--- config.mk ---
export PLATFORM = sky130hd
export DESIGN_NAME = sbc_baseband_ctrl
export DESIGN_NICKNAME = d
export VERILOG_FILES = /design/src/sbc_pkg.sv /design/src/sbc_baseband_ctrl.sv
export VERILOG_INCLUDE_DIRS = /design/src
export SDC_FILE = /design/constraint.sdc
export NUM_CORES = 1
export LEC_CHECK = 0
export ABC_AREA = 0
export BUFFER_PORTS_ARGS = -buffer_cell sky130_fd_sc_hd__buf_2
export CAP_MARGIN = 25
export CORE_ASPECT_RATIO = 1.2
export CORE_MARGIN = 2
export CORE_UTILIZATION = 56
export DETAILED_ROUTE_END_ITERATION = 6
export GPL_ROUTABILITY_DRIVEN = 1
export PLACE_DENSITY = 0.78
export SETUP_SLACK_MARGIN = 0.05
export SLEW_MARGIN = 20
export SYNTH_ARGS = -nofsm -noshare
export SYNTH_HDL_FRONTEND = slang
export SYNTH_SLANG_ARGS = --single-unit
--- constraint.sdc ---
create_clock -name clk_sys -period 3.4 [get_ports clk_sys]
set_clock_uncertainty 0.1 [all_clocks]
set_input_delay 0.34 -clock clk_sys [delete_from_list [all_inputs] [get_ports clk_sys]]
set_output_delay 0.34 -clock clk_sys [all_outputs]
set_load 0.01 [all_outputs]
--- src/sbc_defs.svh ---
// Register offsets, field positions, reset values and timing counts of the baseband control
`ifndef SBC_DEFS_SVH
`define SBC_DEFS_SVH
`define SBC_A_MODE      7'h00
`define SBC_A_TXPOW     7'h01
`define SBC_A_TXCFG     7'h02
`define SBC_A_RXCFG     7'h03
`define SBC_A_RSSITH    7'h04
`define SBC_A_RSSIVAL   7'h05
`define SBC_A_SLPMLO    7'h06
`define SBC_A_SLPMHI    7'h07
`define SBC_A_SLPR      7'h08
`define SBC_A_LVRES     7'h09
`define SBC_A_STATUS    7'h0A
`define SBC_A_SYMDIV    7'h0B
`define SBC_TXCFG_PKT   0
`define SBC_TXCFG_RAMP  1
`define SBC_TXCFG_GAUSS 2
`define SBC_RXCFG_DIR   0
`define SBC_RXCFG_MUTE  3
`define SBC_RXCFG_LATCH 6
`define SBC_RXCFG_IRQPJ 7
`define SBC_MOD_OOK     2'h0
`define SBC_MOD_FSK2    2'h1
`define SBC_MOD_FSK4    2'h2
`define SBC_CMD_SLEEP   8'h01
`define SBC_CMD_STANDBY_STATE    8'h02
`define SBC_CMD_RFS     8'h03
`define SBC_CMD_TFS     8'h04
`define SBC_CMD_RX      8'h05
`define SBC_CMD_TX      8'h06
`define SBC_POW_MIN_DBM (-10)
`define SBC_POW_MAX_DBM 20
`define SBC_RST_TXPOW   5'h0A
`define SBC_RST_TXCFG   8'h06
`define SBC_RST_RXCFG   8'h11
`define SBC_RST_RSSITH  8'h32
`define SBC_RST_SYMDIV  8'h18
`define SBC_RST_TRIM    6'h20
`define SBC_SYS_HZ      100000000
`define SBC_LOW_POWER_OSC_HZ    32000
`define SBC_CAL_TOL_PCT 1
`define SBC_MAX_RUN     4'h4
`define SBC_R_MAX       5'h1A
`endif

--- src/sbc_pkg.sv ---
// Types shared by the baseband control design
package sbc_pkg;
  typedef enum logic [2:0] {
    SBC_SLEEP,
    SBC_STANDBY_STATE,
    SBC_RFS,
    SBC_TFS,
    SBC_RX,
    SBC_TX
  } sbc_state_t;

  typedef struct packed {
    sbc_state_t  state;
    logic [4:0]  txPow;
    logic [7:0]  txCfg;
    logic [7:0]  rxCfg;
    logic [7:0]  rssiTh;
    logic [7:0]  rssiVal;
    logic [10:0] slpM;
    logic        slpEn;
    logic [4:0]  slpR;
    logic        slpSel;
    logic [7:0]  symDiv;
    logic [7:0]  lvResult;
    logic        lvStart;
    logic        lvWait;
    logic [7:0]  rdata;
    logic [7:0]  preCnt;
    logic [1:0]  subCnt;
    logic        subEn;
    logic        symEn;
    logic [1:0]  txSym;
    logic        fifoPop;
    logic [3:0]  shape;
    logic [2:0]  freqDev;
    logic [4:0]  paLevel;
    logic        rxDout;
    logic [2:0]  gpio;
    logic        pktBit;
    logic        pktValid;
    logic        rssiCmp;
    logic        phase_jump_detector;
    logic [3:0]  jumpCnt;
    logic [3:0]  runLen;
    logic        runBad;
    logic        lastBit;
    logic        irqOut;
    logic        slpExt;
    logic [38:0] sleepCnt;
    logic        calPend;
    logic        calRun;
    logic [12:0] calCnt;
    logic        calDone;
    logic [5:0]  trim;
  } sbc_regs_t;
endpackage

--- src/sbc_baseband_ctrl.sv ---
// Baseband control: data paths, PA ramp, shaping, sleep timer, tuning measurement, signal checks
// Summary of operation
// - TX power register accepts -10 to +20 dBm in 1 dB steps, readable.
// - OOK transmit ramps PA level one step per clock at each data edge.
// - Two-level FSK transmit optionally passes symbols through Gaussian shaping, giving GFSK.
// - Direct transmit takes bits from the input pin and sends them unbuffered.
// - Packet transmit takes payload from the FIFO loaded during standby.
// - Four-level FSK transmits only from the FIFO, never from the pin.
// - Direct receive drives demodulated bits to one of three selectable pins.
// - Packet receive hands demodulated bits to the packet handler for the FIFO.
// - Enabled sleep timer counts low-power oscillator ticks and wakes the radio.
// - Sleep interval spans 62.5 us to 8585740.288 s.
// - Low-power oscillator is calibrated at power-up and repeatedly, within 1 percent.
// - Leaving sleep or standby for an active state starts one low-voltage measurement.
// - Signal strength value is either live or latched at packet stages.
// - Signal strength above threshold gives one, otherwise zero.
// - Strength comparison selectable as signal-valid source and low-power receive input.
// - Phase-jump detector runs only in two-level FSK demodulation.
// - Each demodulated bit transition is a jump; two-bit field sets jumps needed.
// - Detector gives one only for valid rate, deviation and SNR above 7 dB.
// - Detector result selectable as signal-valid source or receive-extension condition.
// - Direct receive with mute set suppresses output while detector sees no signal.
//
// Implementation choices: strobed register access and the register addresses.
`include "sbc_defs.svh"
`timescale 1ns/10ps
`default_nettype none
module sbc_baseband_ctrl
  import sbc_pkg::*;
(
  input  wire logic       clk_sys,
  input  wire logic       nrst,
  input  wire logic [6:0] regAddr,
  input  wire logic [7:0] regWdata,
  input  wire logic       regWr,
  input  wire logic       regRd,
  output var  logic [7:0] regRdata,
  input  wire logic       txDin,
  input  wire logic [1:0] fifoTxSym,
  input  wire logic       fifoTxValid,
  output var  logic       fifoTxPop,
  output var  logic [1:0] txSymbol,
  output var  logic [2:0] freqDev,
  output var  logic [4:0] paLevel,
  input  wire logic       demodBit,
  input  wire logic       demodValid,
  input  wire logic       devOk,
  input  wire logic       snrOk,
  input  wire logic [7:0] rssiLive,
  input  wire logic       pktStage,
  output var  logic       rxDout,
  output var  logic [2:0] doutGpio,
  output var  logic       pktBit,
  output var  logic       pktBitValid,
  output var  logic       rssiCmpOut,
  output var  logic       pjdOut,
  output var  logic       signalValidIrq,
  output var  logic       slpExtend,
  input  wire logic       lposcTick,
  output var  logic [5:0] lposcTrim,
  output var  logic       lvMeasStart,
  input  wire logic       lvDone,
  input  wire logic [7:0] lvData,
  output var  logic [2:0] radioState
);
  localparam int CalNom = `SBC_SYS_HZ / `SBC_LOW_POWER_OSC_HZ;
  localparam int CalTol = CalNom * `SBC_CAL_TOL_PCT / 100;
  localparam logic [12:0] CalHi = 13'(CalNom + CalTol);
  localparam logic [12:0] CalLo = 13'(CalNom - CalTol);

  sbc_regs_t s_q;
  sbc_regs_t s_d;

  // Decoded modes, shared by several paths
  logic [1:0] modSel;
  logic       rxOn;
  logic       txOn;
  logic       fsk2Rx;
  logic       fromFifo;
  logic [3:0] jumpNeed;
  logic [38:0] slpTarget;
  logic [10:0] mEff;
  logic [4:0]  rEff;
  logic        isIdle;
  logic        goActive;
  logic        wakeNow;
  logic        tBit;
  logic [2:0]  shapeSum;

  // Sleep interval is 2*M*2^R ticks of 31.25 us; M and R clamped to their valid span
  always_comb begin
    mEff = (s_q.slpM == 11'h000) ? 11'h001 : s_q.slpM;
    rEff = (s_q.slpR > `SBC_R_MAX) ? `SBC_R_MAX : s_q.slpR;
    slpTarget = {27'h0, mEff, 1'b0} << rEff;
  end

  assign modSel   = s_q.txCfg[4:3];
  assign rxOn     = (s_q.state == SBC_RX);
  assign txOn     = (s_q.state == SBC_TX);
  assign fsk2Rx   = rxOn && (modSel == `SBC_MOD_FSK2);
  assign fromFifo = s_q.txCfg[`SBC_TXCFG_PKT] || (modSel == `SBC_MOD_FSK4);
  assign jumpNeed = {1'b0, s_q.rxCfg[5:4], 1'b0} + 4'h2; // 2,4,6,8 jumps
  assign isIdle   = (s_q.state == SBC_SLEEP) || (s_q.state == SBC_STANDBY_STATE);
  assign tBit     = s_q.txSym[0];
  assign shapeSum = 3'(s_q.shape[0]) + 3'(s_q.shape[1]) + 3'(s_q.shape[2]) + 3'(s_q.shape[3]);

  // Next-state logic for everything the block remembers
  always_comb begin
    s_d = s_q;
    s_d.lvStart  = 1'b0;
    s_d.fifoPop  = 1'b0;
    s_d.pktValid = 1'b0;
    s_d.subEn    = 1'b0;
    s_d.symEn    = 1'b0;
    wakeNow      = 1'b0;

    // Register writes; mode commands outside the code set are ignored
    if (regWr) begin
      unique case (regAddr)
        `SBC_A_MODE: begin
          unique case (regWdata)
            `SBC_CMD_SLEEP: s_d.state = SBC_SLEEP;
            `SBC_CMD_STANDBY_STATE:  s_d.state = SBC_STANDBY_STATE;
            `SBC_CMD_RFS:   s_d.state = SBC_RFS;
            `SBC_CMD_TFS:   s_d.state = SBC_TFS;
            `SBC_CMD_RX:    s_d.state = SBC_RX;
            `SBC_CMD_TX:    s_d.state = SBC_TX;
            default:        s_d.state = s_q.state;
          endcase
        end
        `SBC_A_TXPOW: begin
          // Out-of-span requests clamp to the nearest end
          if ($signed(regWdata) < `SBC_POW_MIN_DBM) begin
            s_d.txPow = 5'h00;
          end else if ($signed(regWdata) > `SBC_POW_MAX_DBM) begin
            s_d.txPow = 5'h1E;
          end else begin
            s_d.txPow = 5'(regWdata + 8'h0A);
          end
        end
        `SBC_A_TXCFG:  s_d.txCfg = regWdata;
        `SBC_A_RXCFG:  s_d.rxCfg = regWdata;
        `SBC_A_RSSITH: s_d.rssiTh = regWdata;
        `SBC_A_SLPMLO: s_d.slpM[7:0] = regWdata;
        `SBC_A_SLPMHI: begin
          s_d.slpM[10:8] = regWdata[2:0];
          s_d.slpEn      = regWdata[7];
        end
        `SBC_A_SLPR: begin
          s_d.slpR   = regWdata[4:0];
          s_d.slpSel = regWdata[7];
        end
        `SBC_A_SYMDIV: s_d.symDiv = regWdata;
        default: s_d.rssiTh = s_q.rssiTh;
      endcase
    end

    // Register reads; unmapped offsets answer zero
    if (regRd) begin
      unique case (regAddr)
        `SBC_A_MODE:    s_d.rdata = {5'h00, s_q.state};
        `SBC_A_TXPOW:   s_d.rdata = {3'h0, s_q.txPow} - 8'h0A;
        `SBC_A_TXCFG:   s_d.rdata = s_q.txCfg;
        `SBC_A_RXCFG:   s_d.rdata = s_q.rxCfg;
        `SBC_A_RSSITH:  s_d.rdata = s_q.rssiTh;
        `SBC_A_RSSIVAL: s_d.rdata = s_q.rssiVal;
        `SBC_A_SLPMLO:  s_d.rdata = s_q.slpM[7:0];
        `SBC_A_SLPMHI:  s_d.rdata = {s_q.slpEn, 4'h0, s_q.slpM[10:8]};
        `SBC_A_SLPR:    s_d.rdata = {s_q.slpSel, 2'h0, s_q.slpR};
        `SBC_A_LVRES:   s_d.rdata = s_q.lvResult;
        `SBC_A_STATUS:  s_d.rdata = {4'h0, s_q.calDone, s_q.lvWait, s_q.phase_jump_detector, s_q.rssiCmp};
        `SBC_A_SYMDIV:  s_d.rdata = s_q.symDiv;
        default:        s_d.rdata = 8'h00;
      endcase
    end

    // Sleep timer wakes into receive; a wake also requests recalibration
    if (s_q.state != SBC_SLEEP || !s_q.slpEn) begin
      s_d.sleepCnt = 39'h0;
    end else if (lposcTick) begin
      if (s_q.sleepCnt + 39'h1 >= slpTarget) begin
        s_d.sleepCnt = 39'h0;
        s_d.state    = SBC_RX;
        s_d.calPend  = 1'b1;
        wakeNow      = 1'b1;
      end else begin
        s_d.sleepCnt = s_q.sleepCnt + 39'h1;
      end
    end

    // Tuning starts one measurement; result kept until the next measurement completes
    goActive = isIdle && (s_d.state != SBC_SLEEP) && (s_d.state != SBC_STANDBY_STATE);
    if (goActive) begin
      s_d.lvStart = 1'b1;
      s_d.lvWait  = 1'b1;
    end else if (s_q.lvWait && lvDone) begin
      s_d.lvWait   = 1'b0;
      s_d.lvResult = lvData;
    end

    // Oscillator calibration: count system clocks over one tick and trim by one step
    if (lposcTick) begin
      if (s_q.calRun) begin
        s_d.calRun  = 1'b0;
        // A wake in the finishing cycle keeps its request: set wins over clear
        s_d.calPend = wakeNow;
        s_d.calDone = 1'b1;
        if (s_q.calCnt > CalHi && s_q.trim != 6'h3F) begin
          s_d.trim = s_q.trim + 6'h01;
        end else if (s_q.calCnt < CalLo && s_q.trim != 6'h00) begin
          s_d.trim = s_q.trim - 6'h01;
        end
      end else if (s_q.calPend) begin
        s_d.calRun = 1'b1;
        s_d.calCnt = 13'h0000;
      end
    end else if (s_q.calRun && s_q.calCnt != 13'h1FFF) begin
      s_d.calCnt = s_q.calCnt + 13'h0001;
    end

    // Symbol timing: four sub-symbol steps per symbol
    if (s_q.preCnt >= s_q.symDiv) begin
      s_d.preCnt = 8'h00;
      s_d.subEn  = 1'b1;
      s_d.subCnt = s_q.subCnt + 2'h1;
      s_d.symEn  = (s_q.subCnt == 2'h3);
    end else begin
      s_d.preCnt = s_q.preCnt + 8'h01;
    end

    // Transmit symbol source; an empty FIFO sends zeros rather than stale data
    if (!txOn) begin
      s_d.txSym = 2'h0;
    end else if (s_q.symEn) begin
      if (fromFifo) begin
        s_d.txSym   = fifoTxValid ? fifoTxSym : 2'h0;
        s_d.fifoPop = fifoTxValid;
      end else begin
        s_d.txSym = {1'b0, txDin};
      end
    end

    // Frequency deviation: Gaussian-like 4-tap sum of oversampled bits in 2FSK
    if (s_q.subEn) begin
      s_d.shape = {s_q.shape[2:0], tBit};
    end
    if (!txOn || modSel == `SBC_MOD_OOK) begin
      s_d.freqDev = 3'h0;
    end else if (modSel == `SBC_MOD_FSK4) begin
      s_d.freqDev = {s_q.txSym, 1'b0};
    end else if (s_q.txCfg[`SBC_TXCFG_GAUSS]) begin
      s_d.freqDev = shapeSum;
    end else begin
      s_d.freqDev = tBit ? 3'h4 : 3'h0;
    end

    // PA level; OOK ramps one step per clock so edges stay soft
    if (!txOn) begin
      s_d.paLevel = 5'h00;
    end else if (modSel != `SBC_MOD_OOK) begin
      s_d.paLevel = s_q.txPow;
    end else if (!s_q.txCfg[`SBC_TXCFG_RAMP]) begin
      s_d.paLevel = tBit ? s_q.txPow : 5'h00;
    end else if (tBit && s_q.paLevel < s_q.txPow) begin
      s_d.paLevel = s_q.paLevel + 5'h01;
    end else if (!tBit && s_q.paLevel != 5'h00) begin
      s_d.paLevel = s_q.paLevel - 5'h01;
    end else if (tBit) begin
      s_d.paLevel = s_q.txPow;
    end

    // Signal strength: live or latched at packet stages, and threshold compare
    if (!s_q.rxCfg[`SBC_RXCFG_LATCH] || pktStage) begin
      s_d.rssiVal = rssiLive;
    end
    s_d.rssiCmp = rssiLive > s_q.rssiTh;

    // Phase-jump detector; cleared on every receive entry and outside 2FSK receive
    if (!fsk2Rx || (s_d.state == SBC_RX && s_q.state != SBC_RX)) begin
      s_d.phase_jump_detector     = 1'b0;
      s_d.jumpCnt = 4'h0;
      s_d.runLen  = 4'h0;
      s_d.runBad  = 1'b0;
      s_d.lastBit = demodBit;
    end else if (demodValid) begin
      s_d.lastBit = demodBit;
      if (demodBit != s_q.lastBit) begin
        // Long runs between jumps mean the bit rate does not match
        if (s_q.jumpCnt + 4'h1 >= jumpNeed) begin
          s_d.phase_jump_detector     = snrOk && devOk && !s_q.runBad && (s_q.runLen <= `SBC_MAX_RUN);
          s_d.jumpCnt = 4'h0;
          s_d.runBad  = 1'b0;
        end else begin
          s_d.jumpCnt = s_q.jumpCnt + 4'h1;
          s_d.runBad  = s_q.runBad || (s_q.runLen > `SBC_MAX_RUN);
        end
        s_d.runLen = 4'h0;
      end else if (s_q.runLen != 4'hF) begin
        s_d.runLen = s_q.runLen + 4'h1;
      end
    end

    // Source selection for the signal-valid line and receive extension
    s_d.irqOut = s_q.rxCfg[`SBC_RXCFG_IRQPJ] ? s_q.phase_jump_detector : s_q.rssiCmp;
    s_d.slpExt = s_q.slpSel ? s_q.phase_jump_detector : s_q.rssiCmp;

    // Receive data paths; outside 2FSK the detector is held at zero, so mute silences the output entirely there
    if (!rxOn || !s_q.rxCfg[`SBC_RXCFG_DIR]) begin
      s_d.rxDout = 1'b0;
    end else if (s_q.rxCfg[`SBC_RXCFG_MUTE] && !s_q.phase_jump_detector) begin
      s_d.rxDout = 1'b0;
    end else if (demodValid) begin
      s_d.rxDout = demodBit;
    end
    unique case (s_q.rxCfg[2:1])
      2'h1:    s_d.gpio = {1'b0, s_d.rxDout, 1'b0};
      2'h2:    s_d.gpio = {s_d.rxDout, 2'h0};
      default: s_d.gpio = {2'h0, s_d.rxDout};
    endcase
    if (rxOn && !s_q.rxCfg[`SBC_RXCFG_DIR] && demodValid) begin
      s_d.pktBit   = demodBit;
      s_d.pktValid = 1'b1;
    end
  end

  // State register with synchronous reset; oscillator calibration armed from power-up
  always_ff @(posedge clk_sys) begin
    if (!nrst) begin
      s_q         <= '0;
      s_q.state   <= SBC_SLEEP;
      s_q.txPow   <= `SBC_RST_TXPOW;
      s_q.txCfg   <= `SBC_RST_TXCFG;
      s_q.rxCfg   <= `SBC_RST_RXCFG;
      s_q.rssiTh  <= `SBC_RST_RSSITH;
      s_q.symDiv  <= `SBC_RST_SYMDIV;
      s_q.slpM    <= 11'h001;
      s_q.trim    <= `SBC_RST_TRIM;
      s_q.calPend <= 1'b1;
    end else begin
      s_q <= s_d;
    end
  end

  assign regRdata       = s_q.rdata;
  assign fifoTxPop      = s_q.fifoPop;
  assign txSymbol       = s_q.txSym;
  assign freqDev        = s_q.freqDev;
  assign paLevel        = s_q.paLevel;
  assign rxDout         = s_q.rxDout;
  assign doutGpio       = s_q.gpio;
  assign pktBit         = s_q.pktBit;
  assign pktBitValid    = s_q.pktValid;
  assign rssiCmpOut     = s_q.rssiCmp;
  assign pjdOut         = s_q.phase_jump_detector;
  assign signalValidIrq = s_q.irqOut;
  assign slpExtend      = s_q.slpExt;
  assign lposcTrim      = s_q.trim;
  assign lvMeasStart    = s_q.lvStart;
  assign radioState     = s_q.state;
endmodule
`default_nettype wire

==> results of run 1 <==
-- state kept, by name, summed over array words and instances (netlist names) --
signal,flops
modSel,2
pktBitValid,1
s_q,151
lposcTrim,6
doutGpio,3
lvMeasStart,1
pjdOut,1
radioState,3
rssiCmpOut,1
signalValidIrq,1
fifoTxPop,1
rxDout,1
regRdata,8
freqDev,3
paLevel,5
pktBit,1
slpExtend,1
txSymbol,2
-- critical path, stage by stage, from the launching register on --
cell and delay, ns:
dfxtp_1 0.35, and4_1 0.21, nand4_1 0.16, buf_4 0.19, nor4_4 0.11, buf_4 0.18, buf_4 0.15, nand3_1 0.15
xnor2_1 0.31, ha_1 0.31, nand4_1 0.16, buf_4 0.15, nor3_2 0.04, nand2_1 0.09, buf_4 0.11, nand4_1 0.17
buf_4 0.23, nor4_2 0.26, o21ai_1 0.12, o31ai_1 0.10
-- what timing repair did --
item,in CTS,in global routing
setup buffers,15,11
endpoints found under the setup margin,53,53
pin swaps,35,51
gates cloned,3,1
resized for setup,78,86
hold buffers,0,0
-- routing by layer --
layer | GRT usage (%) | vias to the layer above
met5 | 0 | -
met4 | 18.9 | 0
met3 | 5.23 | 202
met2 | 55.2 | 618
met1 | 36.0 | 5888
li1 | - | 5840
-- stage by stage --
| step | utilization [%] | setup slack (ns) | hold slack (ns) | std cells |
|---|---|---|---|---|
| final | 70.8 | -0.334 | 0.0202 | 2016 |
| after global routing | 70.8 | -0.441 | 0.0337 | 2016 |
| after CTS | 68.8 | -0.132 | 0.0169 | 2004 |
| after detailed placement | 64.1 | -0.366 | 0.356 | 1955 |
| after global placement | 64.1 | -0.224 | 0.348 | 1955 |
| after floorplan | - | 0.0552 | 0.332 | 1545 |
-- placed cells by master, fill, tap and decap left out, types with 19 or more instances in the layout --
cell,n
dfxtp_1,187
nand3_1,65
nand2_1,205
o21ai_0,43
a21oi_1,84
o211ai_1,19
nor2_1,149
o21ai_2,19
ha_1,79
and3_1,26
mux2i_1,62
buf_4,167
buf_2,84
nand2b_1,19
xor2_1,23
nand4_1,30
inv_1,44
xnor2_1,46
nand3b_1,25
-- final timing paths --
kind / startpoint / to / slack (ns) / cells after the start
min reg2reg: s_q[122] / s_q[122] / 0.37 / 2
max: s_q[41] / s_q[32] / -0.33 / 19
min: lvData[7] / s_q[125] / 0.02 / 3
max reg2reg: s_q[41] / s_q[32] / -0.33 / 19
-- layout make-up --
cell class / count / area [um2]
antenna: 2 / 5.00
clock buffer: 17 / 425
clock inverter: 15 / 209
fill: 1603 / 6350
inverter: 48 / 180
multi-input combinational: 1195 / 8400
sequential: 192 / 3850
tap: 274 / 343
timing repair buffer: 273 / 2010
-- power breakdown --
| group | internal [mW] | switching (mW) |
|---|---|---|
| Sequential | 2.27 | 0.0261 |
| Combinational | 0.122 | 0.198 |
| Clock | 1.08 | 1.08 |
-- cells by family after synthesis --
group	count (synthesis)	share of synthesized area (%)
buffers and inverters	159	5.96
DFF	192	30.9
other	1	0.0302
AOI/OAI and AO/OA	303	15.6
adders and majority gates	85	8.67
muxes	86	8.19
xor gates and xnor gates	71	5.00
and+or+nand+nor	648	25.7
==> run summary, run 1 <==
The logs give 4.77 mW for the sum of internal, switching and leakage power and 0.347 mV for the maximum vdd ir drop. The tools report the total number of H-tree levels as 4. The run finished, with violations left.

The clock root buffer master is clkbuf_16. For the pin count of the biggest net entering global routing, the log shows 55. At the pin with the least slew margin, the transition time is 0.735 ns. 85 I/O pins were placed.

For this design, the sink count on the clock tree is 192. The insertion delay of the later-clocked pin in the worst-skew pair came out at 0.46 ns. Of all cell types, the one taking the most synthesized area is dfxtp_1. The clock transition at the registers of the reported paths works out to 0.09 ns. The row count was 59; the horizontal extent of the die was 140 um.

The placed instances occupy a cell area of 14,000 um2. From bottom edge to top edge, the die measures 167 um. The initial cell density of the core came out at 57.1%.

The count of buffers from port buffering is 84. The period utilization is 110%. The average wire per standard cell is 19.2 um, and the areal power density over the cells is 309 nW/um2. The number of clock buffers added by TritonCTS is 17. The run gives 1,676 as the post-synth net total. The checks that failed: setup timing. The number of hold violations in the final report came out at 0. The worst-case setup margin in the final layout came out at -0.334 ns. In this run the remaining antenna-violating nets after routing total 0. The first detailed-routing pass ran for 6 iterations. By instance count, the leading cell after synthesis is nand2_1. The number of global-route vias before repair was 12,140; the number of warnings issued by yosys was 0. The number of antenna violations at the first check in global routing came out at 2. The cell area that synthesis handed to floorplanning was 12,400 um2. The analysis attributes to cell leakage a power of 6.75 nW. After technology mapping, the gate count stands at 1,545.

The worst hold-check path type was in -> reg. The mean number of vias per cell is 6.22, and the relative slew slack is 51.0%. Class of the most critical setup path: reg -> reg. The final period demand of the worst path came out at 3.73 ns. In the final routing, the length of wire on met1 measures 14.4 mm. The setup TNS was -8.47 ns; the mean cell area of the mapped netlist was 8.05 um2. The tools report the type of element launching the critical path as a register. The sequential fraction of the synthesis area came out at 30.9%. The dominant register cell in the synthesized netlist is dfxtp_1.

At the end of the flow, the number of nets in the layout was 1,858. STA classifies the critical path endpoint as a register. The tools report the total number of vias as 12,548. The share of synthesized area in the top cell type comes to 30.9%. The logs give 1.02 for the weighted congestion reported at the end of routability-driven placement and 26.4 mm for the half-perimeter wire length after placement.

The tools report the cell area after layout as 15,400 um2. In the post-synthesis netlist, the biggest area contributors are dfxtp_1 (31%), ha_1 (8.4%), nand2_1 (6.5%), mux2i_1 (5.5%), nor2_1 (4.8%). Setup repair after global routing could not meet its margin everywhere. STA puts the critical path data required time at 3.67 ns. The first global-routing pass estimated 60.2 mm of wire. The tools report the arrival time at the worst endpoint as 4.00 ns.

For the iteration-0 DRC count of the detailed router, the log shows 1,127. The final count of pins violating max slew is 0. Counting instances in the post-synthesis netlist gives the leading cell types as nand2_1 (215), dfxtp_1 (192), nor2_1 (158), a21oi_1 (98), ha_1 (83).

Synthesis instantiated 82 different standard cells from the library. The floorplan step defined a die boundary enclosing 23,400 um2. The tool flagged a number of max-cap violations equal to 0. For this run, the total global-route usage over all layers was measured as 31.5%. The count of flip-flops with a built-in enable after synthesis works out to 0. Timing would allow up to 268 MHz.

The synthesized flop and latch total came out at 192. TritonCTS built the clock tree. The logs give 21,800 um2 for the core box area and 52 for the final-report setup violation count. Counting flops with an async set or reset pin after synthesis yields a share of 0%.

The routed design uses 2.59 mm of met3 wire. The top routing layer in use is met4. In the detailed route, the total length drawn on met2 is 18.9 mm. The number of DRC violations after detailed routing is 0, and the maximum fanout count along the critical path is 6. The logs give 0 for the aggregate global routing overflow and 38.7 mm for the final wirelength. The deepest clock path buffer count is 2, and the fraction of layout cells with a size suffix above 1 is 25.2%. The area added between synthesis and finish was 24.0%.
No activity file was read; power rests on OpenSTA's default activity.
==> run 2, diff against run 1 <==
--- a/config.mk
+++ b/config.mk
@@ -15,7 +15,7 @@
 export DETAILED_ROUTE_END_ITERATION = 6
 export GPL_ROUTABILITY_DRIVEN = 1
 export PLACE_DENSITY = 0.78
-export SETUP_SLACK_MARGIN = 0.05
+export SETUP_SLACK_MARGIN = 0.4
 export SLEW_MARGIN = 20
 export SYNTH_ARGS = -nofsm -noshare
 export SYNTH_HDL_FRONTEND = slang
==> run 2 against run 1 <==
The run still ends with setup timing left. Clock power down 2%. Die area unchanged. Cell area down 3.0%. Largest cell class unchanged. Largest power group unchanged.
==> run summary, run 2 (synthesized netlist as in run 1, its figures left out) <==
The logs give 1,927 (-1.4%) for the count of placed standard cells including taps and 0 (unchanged) for the number of hold violations in the final report. The non-filler instance count after layout came out at 1,980 (-1.8%). Highest achievable clock rate: 273 MHz (+2.1%). In this run the critical register-to-register path is launched from s_q[138]. The iteration-0 DRC count of the detailed router is 1,101 (-2.3%), and the die area is 23,400 um2 (unchanged). TritonCTS built the clock tree. The total number of nets in the final design was 1,824 (-1.8%); the maximum vdd ir drop was 0.325 mV (-6.2%). The count of nets left with antenna violations after detail routing was 0 (unchanged); the count of buffers from port buffering was 84 (unchanged). Final wirelength: 36.7 mm (-5.1%). The pin slew with the least headroom to its limit was 0.693 ns (-0.0421 ns); the number of diodes was 0 (-2). Deepest clock path buffer count: 2 (unchanged). The root buffer cell chosen for the clock tree is clkbuf_16. The logs give 3.41 mW (-1.7%) for the internal cell power and 0.972 (-4.8%) for the weighted congestion reported at the end of routability-driven placement.

The final period demand of the worst path was 3.66 ns (-0.0752 ns). The worst hold path belongs to the class in -> reg. The slack of the worst reg-to-reg path is -0.26 ns (+0.08 ns), and the leakage power is 6.49 nW (-3.9%). The flow ran to the end, but the final reports show violations. The launch instance of the worst min-delay path is lvData[5]. The clock transition at the registers of the reported paths works out to 0.09 ns (about the same). The mean number of vias per cell is 6.13 (-1.5%). The layout filler cell count was 1,738 (+8.4%). In the layout the commonest cells are nand2_1 (210), dfxtp_1 (183), nor2_1 (156). For the pin count of the biggest net entering global routing, the log shows 44 (-20%). The run gives 6.8% (about the same) as the combinational fraction of design power. The run gives 3.64 ns (-0.03 ns) as the required time at the worst-slack endpoint.

The checks that failed: setup timing. The number of global-route vias before repair was 11,578 (-4.6%). The run gives 1.31 mW (+0.90%) as the net switching power.

The logs give 57.9 mm (-3.7%) for the global-route wire length before repair and 7 (+1) for the detailed-router iteration count before antenna repair. The fraction of layout cells with a size suffix above 1 was 22.9% (-2.3 points); the aggregate global routing overflow was 0 (unchanged). From synthesis to final layout, the design area changed by 20.3%. The clock group share of total power was 44.6% (-0.6 points); the worst-case setup margin in the final layout was -0.259 ns (+0.0752 ns). The sequential power share is 48.6% (+0.5 points), and the number of buffers created by CTS is 17 (unchanged). The maximum fanout count along the critical path came out at 9 (+3).

In this run the critical register-to-register path is captured at radioState[2]. The total number of H-tree levels was 4 (unchanged); the insertion delay of the later-clocked pin in the worst-skew pair was 0.45 ns (about the same). The tools report the endpoint with the worst hold slack as s_q[123]. For the max capacitance violation total, the log shows 0 (unchanged).

The I/O pin count was 85 (unchanged). The horizontal extent of the die came out at 140 um (unchanged). The most common cell after layout, fill and taps aside was nand2_1.

The number of DRC violations after detailed routing was 0 (unchanged); the flip-flop count of the largest register after layout was 151 (unchanged). For the relative slew slack, the log shows 53.6% (+2.6 points). The period utilization came out at 108% (-2.2 points). The depth of the most critical reg-to-reg path works out to 20 (+1). The kind of end point of the critical path is a register. s_q holds more flip-flops than any other register. The tools report the global-route usage over all layers as 30.4% (-1.2 points). The areal power density over the cells came out at 315 nW/um2 (+2.0%). The net switching fraction of the power came out at 27.8% (+0.53 points). The initial cell density of the core was 57.1% (unchanged); the post-place setup slack was -0.390 ns (-0.0247 ns). The final count of pins violating max slew was 0 (unchanged); the number of clock sinks was 192 (unchanged). For the half-perimeter wire length after placement, the log shows 26.4 mm (+0.19%). The row count is 59 (unchanged). STA classifies the critical path startpoint as a register. The arrival time at the worst endpoint was 3.90 ns (-0.10 ns).

By startpoint and endpoint, the worst setup path is classified as reg -> reg. Setup repair after global routing could not meet its margin everywhere. The hold path depth is 3 (unchanged).

The number of antenna violations at the first check in global routing was 0 (-2); the final-report setup violation count was 53 (+1.9%). The total number of vias came out at 12,144 (-3.2%). The average wire per standard cell is 18.5 um (-3.4%), and the die height is 167 um (unchanged). The core box area is 21,800 um2 (unchanged).
-- run 2: changes by cell type in the layout (fill, tap and decap cells not counted), moves of 5 or more --
cell and change:
buf_4 -24, nand2_1 +5, nor2_1 +7, o21ai_0 +6, o21ai_1 -5
-- run 2: final cells by class --
| cell class | count | area [um2] | area share, % |
|---|---|---|---|
| sequential | 192 | 3860 | 25.8 |
| clock inverter | 15 | 198 | 1.32 |
| inverter | 48 | 180 | 1.20 |
| multi-input combinational | 1194 | 8280 | 55.4 |
| clock buffer | 17 | 425 | 2.84 |
| tap | 274 | 343 | 2.29 |
| timing repair buffer | 240 | 1680 | 11.2 |
-- run 2: timing repair --
item                                    CTS  global route
setup buffers                            11            10
endpoints found under the hold margin     0             0
resized for setup                        48            51
hold buffers                              0             0
endpoints found under the setup margin   54            54
pin swaps                                15            25
-- run 2: metrics by stage --
step | power [mW] | area (um2) | utilization [%] | hold WS (ns) | setup TNS, ns
4_1_cts | 4.72 | 14700 | 67.3 | 0.0216 | -4.04
6_report | 4.72 | 15000 | 68.7 | 0.0254 | -9.02
3_5_place_dp | 2.65 | 13700 | 63.1 | 0.354 | -10.84
5_1_grt | 4.85 | 15000 | 68.7 | 0.0425 | -16.54
2_1_floorplan | 2.55 | 12500 | - | 0.332 | 0
3_3_place_gp | 2.64 | 13700 | 63.1 | 0.343 | -5.73
-- run 2: worst max path at each step --
stage,startpoint,end,cells past startpoint
finish,s_q[138],radioState[2],20
global route,s_q[137],s_q[32],19
CTS,s_q[139],s_q[24],20
detailed placement,s_q[139],s_q[125],14
global placement,s_q[139],s_q[124],14
floorplan,s_q[138],s_q[118],16
-- run 2: critical path: stages, from the launching register on --
cell,delay (ns)
dfxtp_4,0.38
nand2_4,0.06
o21ai_4,0.17
buf_12,0.15
mux2i_4,0.23
mux2i_1,0.11
buf_4,0.15
mux2i_2,0.18
nor2_1,0.06
a21oi_1,0.14
ha_1,0.28
buf_4,0.14
nand4_1,0.14
nor2_1,0.06
a21oi_1,0.20
nand4_1,0.22
o21ai_2,0.25
buf_4,0.15
a21oi_2,0.05
buf_6,0.14
o21a_1,0.17
-- run 2: power groups by stage --
stage	Clock (mW)	Sequential, mW	Combinational (mW)
after floorplan	0	2.34	0.212
after global placement	0	2.34	0.299
after detailed placement	0	2.34	0.304
after CTS	2.11	2.29	0.310
after global routing	2.20	2.30	0.350
final	2.11	2.29	0.322
-- run 2: metal layers --
layer	routed length [um]	global-route usage [%]	vias to the layer above	part of all wire [%]
met5	0	0	-	0
met4	1940	15.2	0	5.3
li1	-	-	5768	-
met2	18200	54.3	493	50
met1	14600	35.9	5743	40
met3	1920	3.57	140	5.2
